--- src/phi_pkg.sv ---
// Package of constants for the printer host input lines block
package phi_pkg;
    // ************************************************************
    // Widths and levels
    // ************************************************************
    localparam int unsigned DATA_W = 12;
    localparam int unsigned STROBE_N = 4;
    localparam int unsigned READY_N = 5;
    localparam logic LOW_TRUE_LEVEL = 1'h0;
    localparam logic HIGH_FALSE_LEVEL = 1'h1;
    // Strobe index order
    localparam int unsigned STB_CARRIAGE = 0;
    localparam int unsigned STB_PAPER = 1;
    localparam int unsigned STB_WHEEL = 2;
    localparam int unsigned STB_OPTION = 3;
    localparam logic [STROBE_N-1:0] STROBE_NONE = 4'h0;
    localparam logic [DATA_W-1:0] DATA_ZERO = 12'h000;
    localparam logic [READY_N-1:0] READY_ZERO = 5'h00;
endpackage : phi_pkg

--- src/phi_sync_if.sv ---
// Interface carrying raw and synchronised low-true pin levels through the sync stage
`timescale 1ns/10ps
interface phi_sync_if;
    logic [phi_pkg::DATA_W+phi_pkg::STROBE_N+2:0] raw;
    logic [phi_pkg::DATA_W+phi_pkg::STROBE_N+2:0] synced;
    modport sync_side (input raw, output synced);
    modport user_side (output raw, input synced);
endinterface : phi_sync_if

--- src/phi_sync.sv ---
// Two-stage synchroniser bank for asynchronous pins
`timescale 1ns/10ps
module phi_sync (
    // Clock and reset
    input wire logic clk_i,
    input wire logic arst_n_i,
    // Bundle
    phi_sync_if.sync_side sif
);
    logic [phi_pkg::DATA_W+phi_pkg::STROBE_N+2:0] stage1;
    logic [phi_pkg::DATA_W+phi_pkg::STROBE_N+2:0] stage2;

    // Pins idle high (false), so reset to all ones
    always_ff @(posedge clk_i or negedge arst_n_i) begin
        if (!arst_n_i) begin
            stage1 <= '1;
            stage2 <= '1;
        end else begin
            stage1 <= sif.raw;
            stage2 <= stage1;
        end
    end

    assign sif.synced = stage2;
endmodule : phi_sync

--- src/phi_top.sv ---
// Printer host input lines: select gating, strobes, restore, ribbon lift
`timescale 1ns/10ps
module phi_top (
    // Clock and reset
    input wire logic clk_i,
    input wire logic arst_n_i,
    // Host pins, all low-true
    input wire logic select_n_i,
    input wire logic [phi_pkg::STROBE_N-1:0] strobe_n_i,
    input wire logic restore_n_i,
    input wire logic ribbon_lift_n_i,
    input wire logic [phi_pkg::DATA_W-1:0] data_n_i,
    // Ready status from printer core, true high
    input wire logic [phi_pkg::READY_N-1:0] ready_i,
    // Ready pins toward host, low-true, open drain style
    output logic [phi_pkg::READY_N-1:0] ready_n_o,
    output logic [phi_pkg::READY_N-1:0] ready_oe_o,
    // Commands toward printer core
    output logic [phi_pkg::STROBE_N-1:0] start_o,
    output logic [phi_pkg::DATA_W-1:0] cmd_data_o,
    output logic restore_o,
    output logic ribbon_up_o
);
    // ************************************************************
    // Synchronisers
    // ************************************************************
    phi_sync_if sif ();

    assign sif.raw = {select_n_i, restore_n_i, ribbon_lift_n_i, strobe_n_i, data_n_i};

    phi_sync u_sync (
        .clk_i(clk_i),
        .arst_n_i(arst_n_i),
        .sif(sif)
    );

    // ************************************************************
    // True-level decode
    // ************************************************************
    function automatic logic is_true(input logic pin_level);
        is_true = (pin_level == phi_pkg::LOW_TRUE_LEVEL);
    endfunction : is_true

    localparam int unsigned SEL_BIT = phi_pkg::DATA_W + phi_pkg::STROBE_N + 2;
    localparam int unsigned RST_BIT = phi_pkg::DATA_W + phi_pkg::STROBE_N + 1;
    localparam int unsigned RIB_BIT = phi_pkg::DATA_W + phi_pkg::STROBE_N;

    logic sel;
    logic restore_req;
    logic ribbon_req;
    logic [phi_pkg::STROBE_N-1:0] strobe_req;
    logic [phi_pkg::DATA_W-1:0] data_true;

    assign sel = is_true(sif.synced[SEL_BIT]);
    assign restore_req = is_true(sif.synced[RST_BIT]);
    assign ribbon_req = is_true(sif.synced[RIB_BIT]);
    assign data_true = ~sif.synced[phi_pkg::DATA_W-1:0];

    genvar gi;
    generate
        for (gi = 0; gi < phi_pkg::STROBE_N; gi++) begin : g_stb
            assign strobe_req[gi] = is_true(sif.synced[phi_pkg::DATA_W+gi]);
        end
    endgenerate

    // ************************************************************
    // Edge detection
    // ************************************************************
    // Previous levels are gated by select, so a strobe held while select
    // rises counts as a fresh assertion; trade-off keeps select authoritative.
    logic [phi_pkg::STROBE_N-1:0] strobe_prev;
    logic restore_prev;

    always_ff @(posedge clk_i or negedge arst_n_i) begin
        if (!arst_n_i) begin
            strobe_prev <= phi_pkg::STROBE_NONE;
            restore_prev <= 1'h0;
        end else begin
            strobe_prev <= strobe_req & {phi_pkg::STROBE_N{sel}};
            restore_prev <= restore_req & sel;
        end
    end

    logic [phi_pkg::STROBE_N-1:0] next_start;
    logic next_restore;

    assign next_start = strobe_req & ~strobe_prev & {phi_pkg::STROBE_N{sel}};
    assign next_restore = restore_req & ~restore_prev & sel;

    // ************************************************************
    // Command outputs
    // ************************************************************
    always_ff @(posedge clk_i or negedge arst_n_i) begin
        if (!arst_n_i) begin
            start_o <= phi_pkg::STROBE_NONE;
            cmd_data_o <= phi_pkg::DATA_ZERO;
        end else begin
            start_o <= next_start;
            if (|next_start) begin
                cmd_data_o <= data_true;
            end
        end
    end

    always_ff @(posedge clk_i or negedge arst_n_i) begin
        if (!arst_n_i) begin
            restore_o <= 1'h0;
        end else begin
            restore_o <= next_restore;
        end
    end

    // Ribbon holds its last position while deselected
    always_ff @(posedge clk_i or negedge arst_n_i) begin
        if (!arst_n_i) begin
            ribbon_up_o <= 1'h0;
        end else if (sel) begin
            ribbon_up_o <= ribbon_req;
        end
    end

    // ************************************************************
    // Ready status drive
    // ************************************************************
    always_ff @(posedge clk_i or negedge arst_n_i) begin
        if (!arst_n_i) begin
            ready_oe_o <= phi_pkg::READY_ZERO;
            ready_n_o <= ~phi_pkg::READY_ZERO;
        end else begin
            ready_oe_o <= {phi_pkg::READY_N{sel}};
            ready_n_o <= ~ready_i;
        end
    end
endmodule : phi_top

--- config.mk ---
export PLATFORM = sky130hd
export DESIGN_NAME = phi_top
export DESIGN_NICKNAME = d
export VERILOG_FILES = /design/src/phi_pkg.sv /design/src/phi_sync_if.sv /design/src/phi_sync.sv /design/src/phi_top.sv
export SDC_FILE = /design/constraint.sdc
export NUM_CORES = 1
export LEC_CHECK = 0
export BUFFER_PORTS_ARGS = -buffer_cell sky130_fd_sc_hd__buf_4
export CORE_UTILIZATION = 45
export DETAILED_ROUTE_END_ITERATION = 12
export PLACE_DENSITY_LB_ADDON = 0.1
export SETUP_SLACK_MARGIN = 0.05
export SLEW_MARGIN = 20
export SYNTH_ARGS = -nofsm -noshare
export SYNTH_HDL_FRONTEND = slang
export SYNTH_SLANG_ARGS = --single-unit
--- constraint.sdc ---
create_clock -name clk_i -period 2.1 [get_ports clk_i]
set_input_delay 0.105 -clock clk_i [delete_from_list [all_inputs] [get_ports clk_i]]
set_output_delay 0.105 -clock clk_i [all_outputs]
set_load 0.02 [all_outputs]
Yosys cells after proc, flatten, opt, wreduce, memory -nomap -nowiden
Cells that the tools add are included.
Word-level totals
  input port bits: 26
  output and inout port bits: 28
  logic and storage cells: 28
  register bits: 67
Cells by class
  bitwise logic cells: 17
  reductions and logical operators: 1
Operators by type and width (count)
  bitwise AND 4 bit: 3
  NOT 12 bit: 1
  NOT 1 bit: 8
  NOT 5 bit: 1
  NOT 4 bit: 1
  OR reduction 4 bit: 1
  bitwise AND 1 bit: 3

Longest topological paths before layout
Gate-level depths: netlist (run 1).
  word-level depth: 4
  gate-level depth with buffers: 4

Cells and area by module
From an unflattened synthesis (run 1), not the netlist that was laid out.
Unflattened totals
  cells, all modules: 118
  area total of the unflattened synthesis: 2037.0 µm²
Modules (own cells, without submodules)
  phi_top: area an instance 1038.5 µm², cells an instance 80, times used 1
  phi_sync: area an instance 998.5 µm², cells an instance 38, times used 1

Worst setup path before layout (run 1)
Ideal clock, no wire load.
  path type: register to register
  start point: reg u_sync.stage2 (netlist bit u_sync.sif.synced[12])
  end point: reg cmd_data_o[10] in the netlist's numbering
  path buffers: 1
  setup time: 0.079 ns
  clock period less this slack: 1.248 ns
  arrival time: 1.169 ns
  setup slack: 0.852 ns
  stages on the path, launching flop included: 5
  cells stage by stage: dfstp_2 o22ai_1 o21ai_2 buf_6 mux2i_1
Between the ends
  word-level cells in the longest chain between the ends: 4
RTL lines
  from (decl): line phi_sync.sv:11  | logic [phi_pkg::DATA_W+phi_pkg::STROBE_N+2:0] stage2;
  from (signal assigned): line phi_sync.sv:20  | stage2 <= stage1;
  NOT 1 bit: line phi_top.sv:41  | is_true = (pin_level == phi_pkg::LOW_TRUE_LEVEL);
  bitwise AND 4 bit (2 in series): line phi_top.sv:87  | assign next_start = strobe_req & ~strobe_prev & {phi_pkg::STROBE_N{sel}};
  OR reduction 4 bit: line phi_top.sv:99  | if (|next_start) begin
  to (signal assigned): line phi_top.sv:96  | cmd_data_o <= phi_pkg::DATA_ZERO;
  to (signal assigned): line phi_top.sv:100  | cmd_data_o <= data_true;
  to (decl): line phi_top.sv:20  | output logic [phi_pkg::DATA_W-1:0] cmd_data_o,
No other way between the ends.
A chain may end at the register's enable or synchronous reset.

Worst setup path in the final report (run 1)
  start point: reg u_sync.stage2 (netlist bit u_sync.sif.synced[15])
  end point: reg cmd_data_o[2] in the netlist's numbering
The elaborated chain is that of the path after synthesis.

==> summary.txt, run 1 <==
Final layout
  • Commonest non-fill, non-tap cell in the layout: buf_4
  • # diodes: 0
  • Area delta synth->final: 42.08%
  • Most frequent cells in the layout: 53 x buf_4, 43 x dfstp_2, 25 x dlygate4sd3_1
  • Post-Layout Cell Count: roughly 260
  • Area of the multi-input gates: approximately 190 sq um
  • Final nets: about 230
  • Sequential Area: around 1700 sq um
  • Filler Cells Inserted: roughly 300
  • Share of cells above drive strength 1: between 50% and 60%

Critical path
  • Top delay family on crit path: compound AO/OA/AOI/OAI gates
  • Critical path startpoint category: flop
  • CP Launch Point: u_sync.sif.synced[15]
  • Crit-path slowest cell: o21ai_2
  • Launch point of the worst reg-to-reg path: u_sync.sif.synced[15]
  • Crit Path Class: flop to flop
  • CP peak stage delay: between 0.6 and 0.7 ns
  • CP required: 2.34 ns
  • Setup crit end kind: flop
  • Worst Path Arrival: 1.94 ns
  • Crit-path cells: o22ai_1, o21ai_2, mux2i_1
  • CP bufs+invs: 0
  • Crit path max fanout: 12

Global route
  • Total GRT Usage: between 10% and 20%
  • Initial antenna violation count: 0
  • Final global-route overflow total: 0
  • Vias in the first global route: 1,220
  • Largest net degree at the start of global routing: 68
  • First-pass GRT wire length: 5.319 mm

Clock network
  • Root buffer cell: clkbuf_8
  • Clk slew on worst S/H paths: ~0.07 ns
  • # clock sinks: 67
  • Clock Latency Late Sink: about 0.33 ns
  • TritonCTS clock tree: built
  • CTS Buffer Depth: 2
  • Number of buffers created by CTS: 9
  • H-tree levels: 3
  • CTS resizes: 0

Die
  • Core ar.: about 4400 sq um
  • Initial Util: between 40 and 50%
  • Die width: 69.28 um
  • # rows: 24
  • Die area: around 4800 sq um
  • Die H: 69.28 um
  • I/O pins: 54

Worst hold path
  • Worst hold path class: flop to flop
  • Hold Crit Start: u_sync.stage1[6]

Logic synthesis
  • Yosys top cell area share: between 50% and 60%
  • Mapped Nets: 144
  • Gate count after technology mapping: approximately 120
  • Syn Area/Cell: 17.26 sq um
  • Yosys cell types: 13
  • Yosys reg bits: 67
  • Fraction of the yosys area taken by sequential cells: between 80 and 90%
  • Synth top area cells: dfstp_2 55%, dfrtp_1 29%, mux2i_1 5.9%, inv_1 3.3%, buf_4 1.5%
  • Area leader, netlist: dfstp_2
  • Mapped Area: 2037 sq um
  • Synth warnings: 0

Power
  • Tot Pwr: 0.002748 W
  • Max rail drop VDD: 0.5079 mV
  • Clk pwr share: 36.5%
  • P per Cell Area: 949.5 nW/um^2
  • Combinational group share of total power: roughly a tenth
  • Sequential Power Share: 52.8%
  • Switching Share: 22.31%
  • Psw: approximately 0.00061 W
  • Internal cell power: 0.002135 W
  • Leakage: approximately 1.4 nW

Placement
  • Port Buffers: 53
  • HPWL Detailed: about 1.8 mm
  • GP Congestion: between 0.6 and 0.7
  • DP Cell Count: 217

Route
  • Initial DRC Count: between 50 and 60
  • Post-DR wirelength/cell: between 10 and 15 um
  • Drt pass-1 iters: 4
  • Drt drc: 0
  • Via density: roughly 4.4
  • Final WL: around 3.1 mm
  • Antenna viol nets, final: 0
  • Vias after detailed routing: around 1,100

Timing
  • Setup TNS: 0 ns
  • Clk_skew: ~0.009 ns
  • Worst Tran Pin Value: 0.8401 ns
  • Final Slew Violations: 0
  • Worst slew margin: a little over two fifths
  • RSZ-0062 raised after global routing: false
  • Final Setup Violations: 0
  • Final hold viol count: 0
  • Final min period: roughly 1.7 ns
  • Upper clock frequency limit: 589.5 MHz
  • Final clock period utilization by the worst path: about four fifths

Run
  • Max-cap violations: 0

Run status
  • Status: complete, no violations
==> final timing paths <==
check	to	slack (ns)	depth (start not counted)
worst min-delay path	u_sync.sif.synced[6]	0.35	0
worst min register to register	u_sync.sif.synced[6]	0.35	0
min in group asynchronous	start_o[0]	0.39	2
worst max register to register	cmd_data_o[2]	0.40	3
worst max-delay path	cmd_data_o[2]	0.40	3
max in group asynchronous	cmd_data_o[7]	1.17	2
==> through the flow <==
step,hold slack [ns],utilization (%),worst slack (ns),instance area [sq um]
finish,0.3501,66.47,0.4035,2894
global route,0.3550,66.47,0.2835,2894
CTS,0.3490,66.47,0.3719,2894
detailed placement,0.2142,56.38,0.3823,2455
global placement,0.2129,56.38,0.4941,2455
floorplan,-0.1906,-,0.8516,2037
==> power groups by stage <==
stage	registers, W	clock network [W]	logic [W]
6_report	0.00145	0.00100	0.000294
5_1_grt	0.00146	0.00109	0.000319
4_1_cts	0.00145	0.00104	0.000298
3_5_place_dp	0.00147	0	0.000260
3_3_place_gp	0.00147	0	0.000254
2_1_floorplan	0.00152	0	0.0000663
==> repair_timing <==
item                      CTS  global route
buffers inserted            0             0
hold buffers               25             0
hold endpoints to repair   48             0
==> Yosys cell counts <==
master	instances
buf_6	1
buf_4	4
nor3_1	5
dfstp_2	43
buf_1	1
inv_1	18
o21ai_0	1
o22ai_1	2
nand2_1	1
nor2_1	5
mux2i_1	12
o21ai_2	1
dfrtp_1	24
==> routing by layer <==
metal	track usage [%]	vias up	part of all wire, %
met5	0	-	0
met4	10.66	0	1.7
met3	6.250	6	6.2
met2	24.70	44	52
met1	16.35	550	41
li1	-	523	-
==> flip-flops by register name, summed over array words and instances (netlist names) <==
register,flops
cmd_data_o,12
ribbon_up_o,1
strobe_prev,4
start_o,4
restore_o,1
u_sync.stage1,19
u_sync.sif.synced,19
restore_prev,1
ready_n_o,5
ready_oe_o,1
==> area by class of cell <==
cell class	instances	area share [%]
Sequential cell	67	59.79
Timing Repair Buffer	78	22.40
Multi-Input combinational cell	27	6.701
Clock buffer	13	5.145
Inverter	18	2.335
Tap cell	52	2.248
Clock inverter	3	1.383
==> worst register-to-register path, stage by stage (launching register included) <==
cell     delay, ns
dfstp_2       0.55
o22ai_1       0.09
o21ai_2       0.68
mux2i_1       0.30
==> kinds of logic (layout without fill, tap and decap cells) <==
| logic type | Yosys count | after routing | share of synthesized area, % |
|---|---|---|---|
| flip-flops | 67 | 67 | 84.95 |
| buffers and inverters | 24 | 112 | 5.528 |
| AO/OA/AOI/OAI | 4 | 4 | 1.290 |
| multiplexers | 12 | 12 | 5.897 |
| AND/OR/NAND/NOR | 11 | 11 | 2.334 |
Note: power is estimated with default switching activity, not from simulation.
==> inputs of run 2 (changes only) <==
Clock period 2.1 ns to 1.4 ns, I/O delays scaled along.
==> summary.txt, run 2 (synthesized netlist as in run 1, its figures left out) <==
Global route
  • Final global-route overflow total: 0 (unchanged)
  • Largest net degree at the start of global routing: 68 (unchanged)
  • Initial antenna violation count: 0 (unchanged)
  • First-pass GRT wire length: 5.395 mm (was 5.319 mm)
  • Vias in the first global route: 1,245 (was 1,220)
  • Total GRT Usage: 15.10% (was 15.33%)

Timing
  • Setup TNS: 0 ns (unchanged)
  • Setup WS post-layout: 0.09869 ns (was 0.4035 ns)
  • Worst slew margin: 48.12% (was 43.99%)
  • Worst Tran Pin Value: 0.7782 ns (was 0.8401 ns)
  • Final clock period utilization by the worst path: 92.95% (was 80.78%)
  • Final hold viol count: 0 (unchanged)
  • Final min period: 1.301 ns (was 1.696 ns)
  • RSZ-0062 raised after global routing: true (was false)
  • Upper clock frequency limit: 768.5 MHz (was 589.5 MHz)
  • Final Slew Violations: 0 (unchanged)
  • Final Setup Violations: 0 (unchanged)
  • Clk_skew: 0.01237 ns (was 0.008822 ns)

Run status
  • Status: complete, no violations (unchanged)

Placement
  • Pre-CTS setup slack: 0.1216 ns (was 0.3823 ns)
  • HPWL Detailed: 1.884 mm (was 1.831 mm)
  • DP Cell Count: 220 (was 217)
  • GP Congestion: 0.6973 (was 0.6832)
  • Port Buffers: 53 (unchanged)

Final layout
  • Post-Layout Cell Count: 261 (was 258)
  • Filler Cells Inserted: 298 (was 297)
  • Share of cells above drive strength 1: 55.02% (was 53.40%)
  • Area delta synth->final: 43.18% (was 42.08%)
  • # diodes: 0 (unchanged)
  • Most frequent cells in the layout: 55 x buf_4, 43 x dfstp_2, 25 x dlygate4sd3_1 (was 53 x buf_4, 43 x dfstp_2, 25 x dlygate4sd3_1)
  • Final Core Density: 66.98% (was 66.47%)
  • Commonest non-fill, non-tap cell in the layout: buf_4 (unchanged)
  • Area of the multi-input gates: 193.9 sq um (unchanged)
  • Sequential Area: 1730 sq um (unchanged)
  • Final nets: 230 (was 227)

Power
  • Max rail drop VDD: 0.9608 mV (was 0.5079 mV)
  • P per Cell Area: 1400 nW/um^2 (was 949.5 nW/um^2)
  • Leakage: 1.417 nW (was 1.403 nW)

Clock network
  • Root buffer cell: clkbuf_8 (unchanged)
  • H-tree levels: 3 (unchanged)
  • Clock Latency Late Sink: 0.32 ns (was 0.33 ns)
  • Number of buffers created by CTS: 9 (unchanged)
  • # clock sinks: 67 (unchanged)
  • Clk slew on worst S/H paths: 0.07 ns (about the same)
  • CTS Buffer Depth: 2 (unchanged)
  • TritonCTS clock tree: built (unchanged)

Die
  • I/O pins: 54 (unchanged)
  • Die width: 69.28 um (unchanged)
  • Core ar.: 4354 sq um (unchanged)
  • # rows: 24 (unchanged)
  • Initial Util: 46.78% (unchanged)
  • Die area: 4800 sq um (unchanged)
  • Die H: 69.28 um (unchanged)

Route
  • Via density: 4.310 (was 4.353)
  • Drt pass-1 iters: 4 (unchanged)
  • Post-DR wirelength/cell: 11.65 um (was 12.18 um)
  • Drt drc: 0 (unchanged)
  • Final WL: 3.040 mm (was 3.142 mm)
  • Vias after detailed routing: 1,125 (was 1,123)
  • Initial DRC Count: 94 (was 56)
  • Antenna viol nets, final: 0 (unchanged)

Critical path
  • Reg2Reg Depth: 4 (was 3)
  • Critical path startpoint category: flop (unchanged)
  • Worst Path Arrival: 1.53 ns (was 1.94 ns)
  • Crit Path Class: flop to flop (unchanged)
  • Crit path max fanout: 6 (was 12)
  • Setup crit end kind: flop (unchanged)
  • Worst reg-to-reg setup slack: 0.1 ns (was 0.40 ns)
  • CP required: 1.63 ns (was 2.34 ns)

Worst hold path
  • Worst hold path class: flop to flop (unchanged)
  • Hold depth: 0 (unchanged)

Run
  • Max-cap violations: 0 (unchanged)
==> run 2: changes by cell type in the layout (fill, tap and decap cells not counted), sizes merged <==
cell,change
buf,+3
clkbuf,-3
clkinv,+2
clkinvlp,+1
==> run 2: final cells by class <==
type	instances	area share, %
Sequential cell	67	59.33
Multi-Input combinational cell	27	6.650
Clock inverter	6	1.973
Timing Repair Buffer	81	23.12
Clock buffer	10	4.376
Tap cell	52	2.231
Inverter	18	2.317
==> run 2: report_power, final <==
part	internal (W)	switching [W]
clock network	0.000810	0.000650
logic	0.000227	0.000224
registers	0.00211	0.0000561
total	0.00315	0.000930
==> run 2: stage by stage <==
step / hold WS (ns) / cell area (sq um) / power [W]
2_1_floorplan: -0.2256 / 2037 / 0.002377
3_3_place_gp: 0.1782 / 2477 / 0.002589
3_5_place_dp: 0.1794 / 2477 / 0.002607
4_1_cts: 0.3553 / 2913 / 0.004155
5_1_grt: 0.3569 / 2917 / 0.004290
6_report: 0.3547 / 2917 / 0.004082
==> run 2: critical path, stage by stage, from the launching register on <==
cell and delay [ns]:
dfstp_2 0.54, o22ai_1 0.11, o21ai_2 0.17, buf_4 0.20, mux2i_1 0.20
==> run 2: repair_timing <==
item,4_1_cts,5_1_grt
hold buffers,25,0
resized for setup,0,1
endpoints found under the hold margin,48,0
setup buffers,0,0
endpoints found under the setup margin,0,4
==> run 2: final timing paths <==
check	start	to
setup / recovery	u_sync.sif.synced[13]	cmd_data_o[1]
hold / removal	u_sync.stage1[5]	u_sync.sif.synced[5]
setup reg to reg	u_sync.sif.synced[13]	cmd_data_o[1]
hold reg to reg	u_sync.stage1[5]	u_sync.sif.synced[5]
max in group asynchronous	arst_n_i	cmd_data_o[11]
min in group asynchronous	arst_n_i	start_o[1]
==> run 2: per-layer routing <==
| layer | global-route usage, % | up-vias | routed length, um |
|---|---|---|---|
| li1 | - | 532 | - |
| met1 | 16.85 | 553 | 1223 |
| met2 | 24.49 | 38 | 1615 |
| met3 | 6.395 | 2 | 185 |
| met4 | 8.163 | 0 | 17 |
| met5 | 0 | - | 0 |
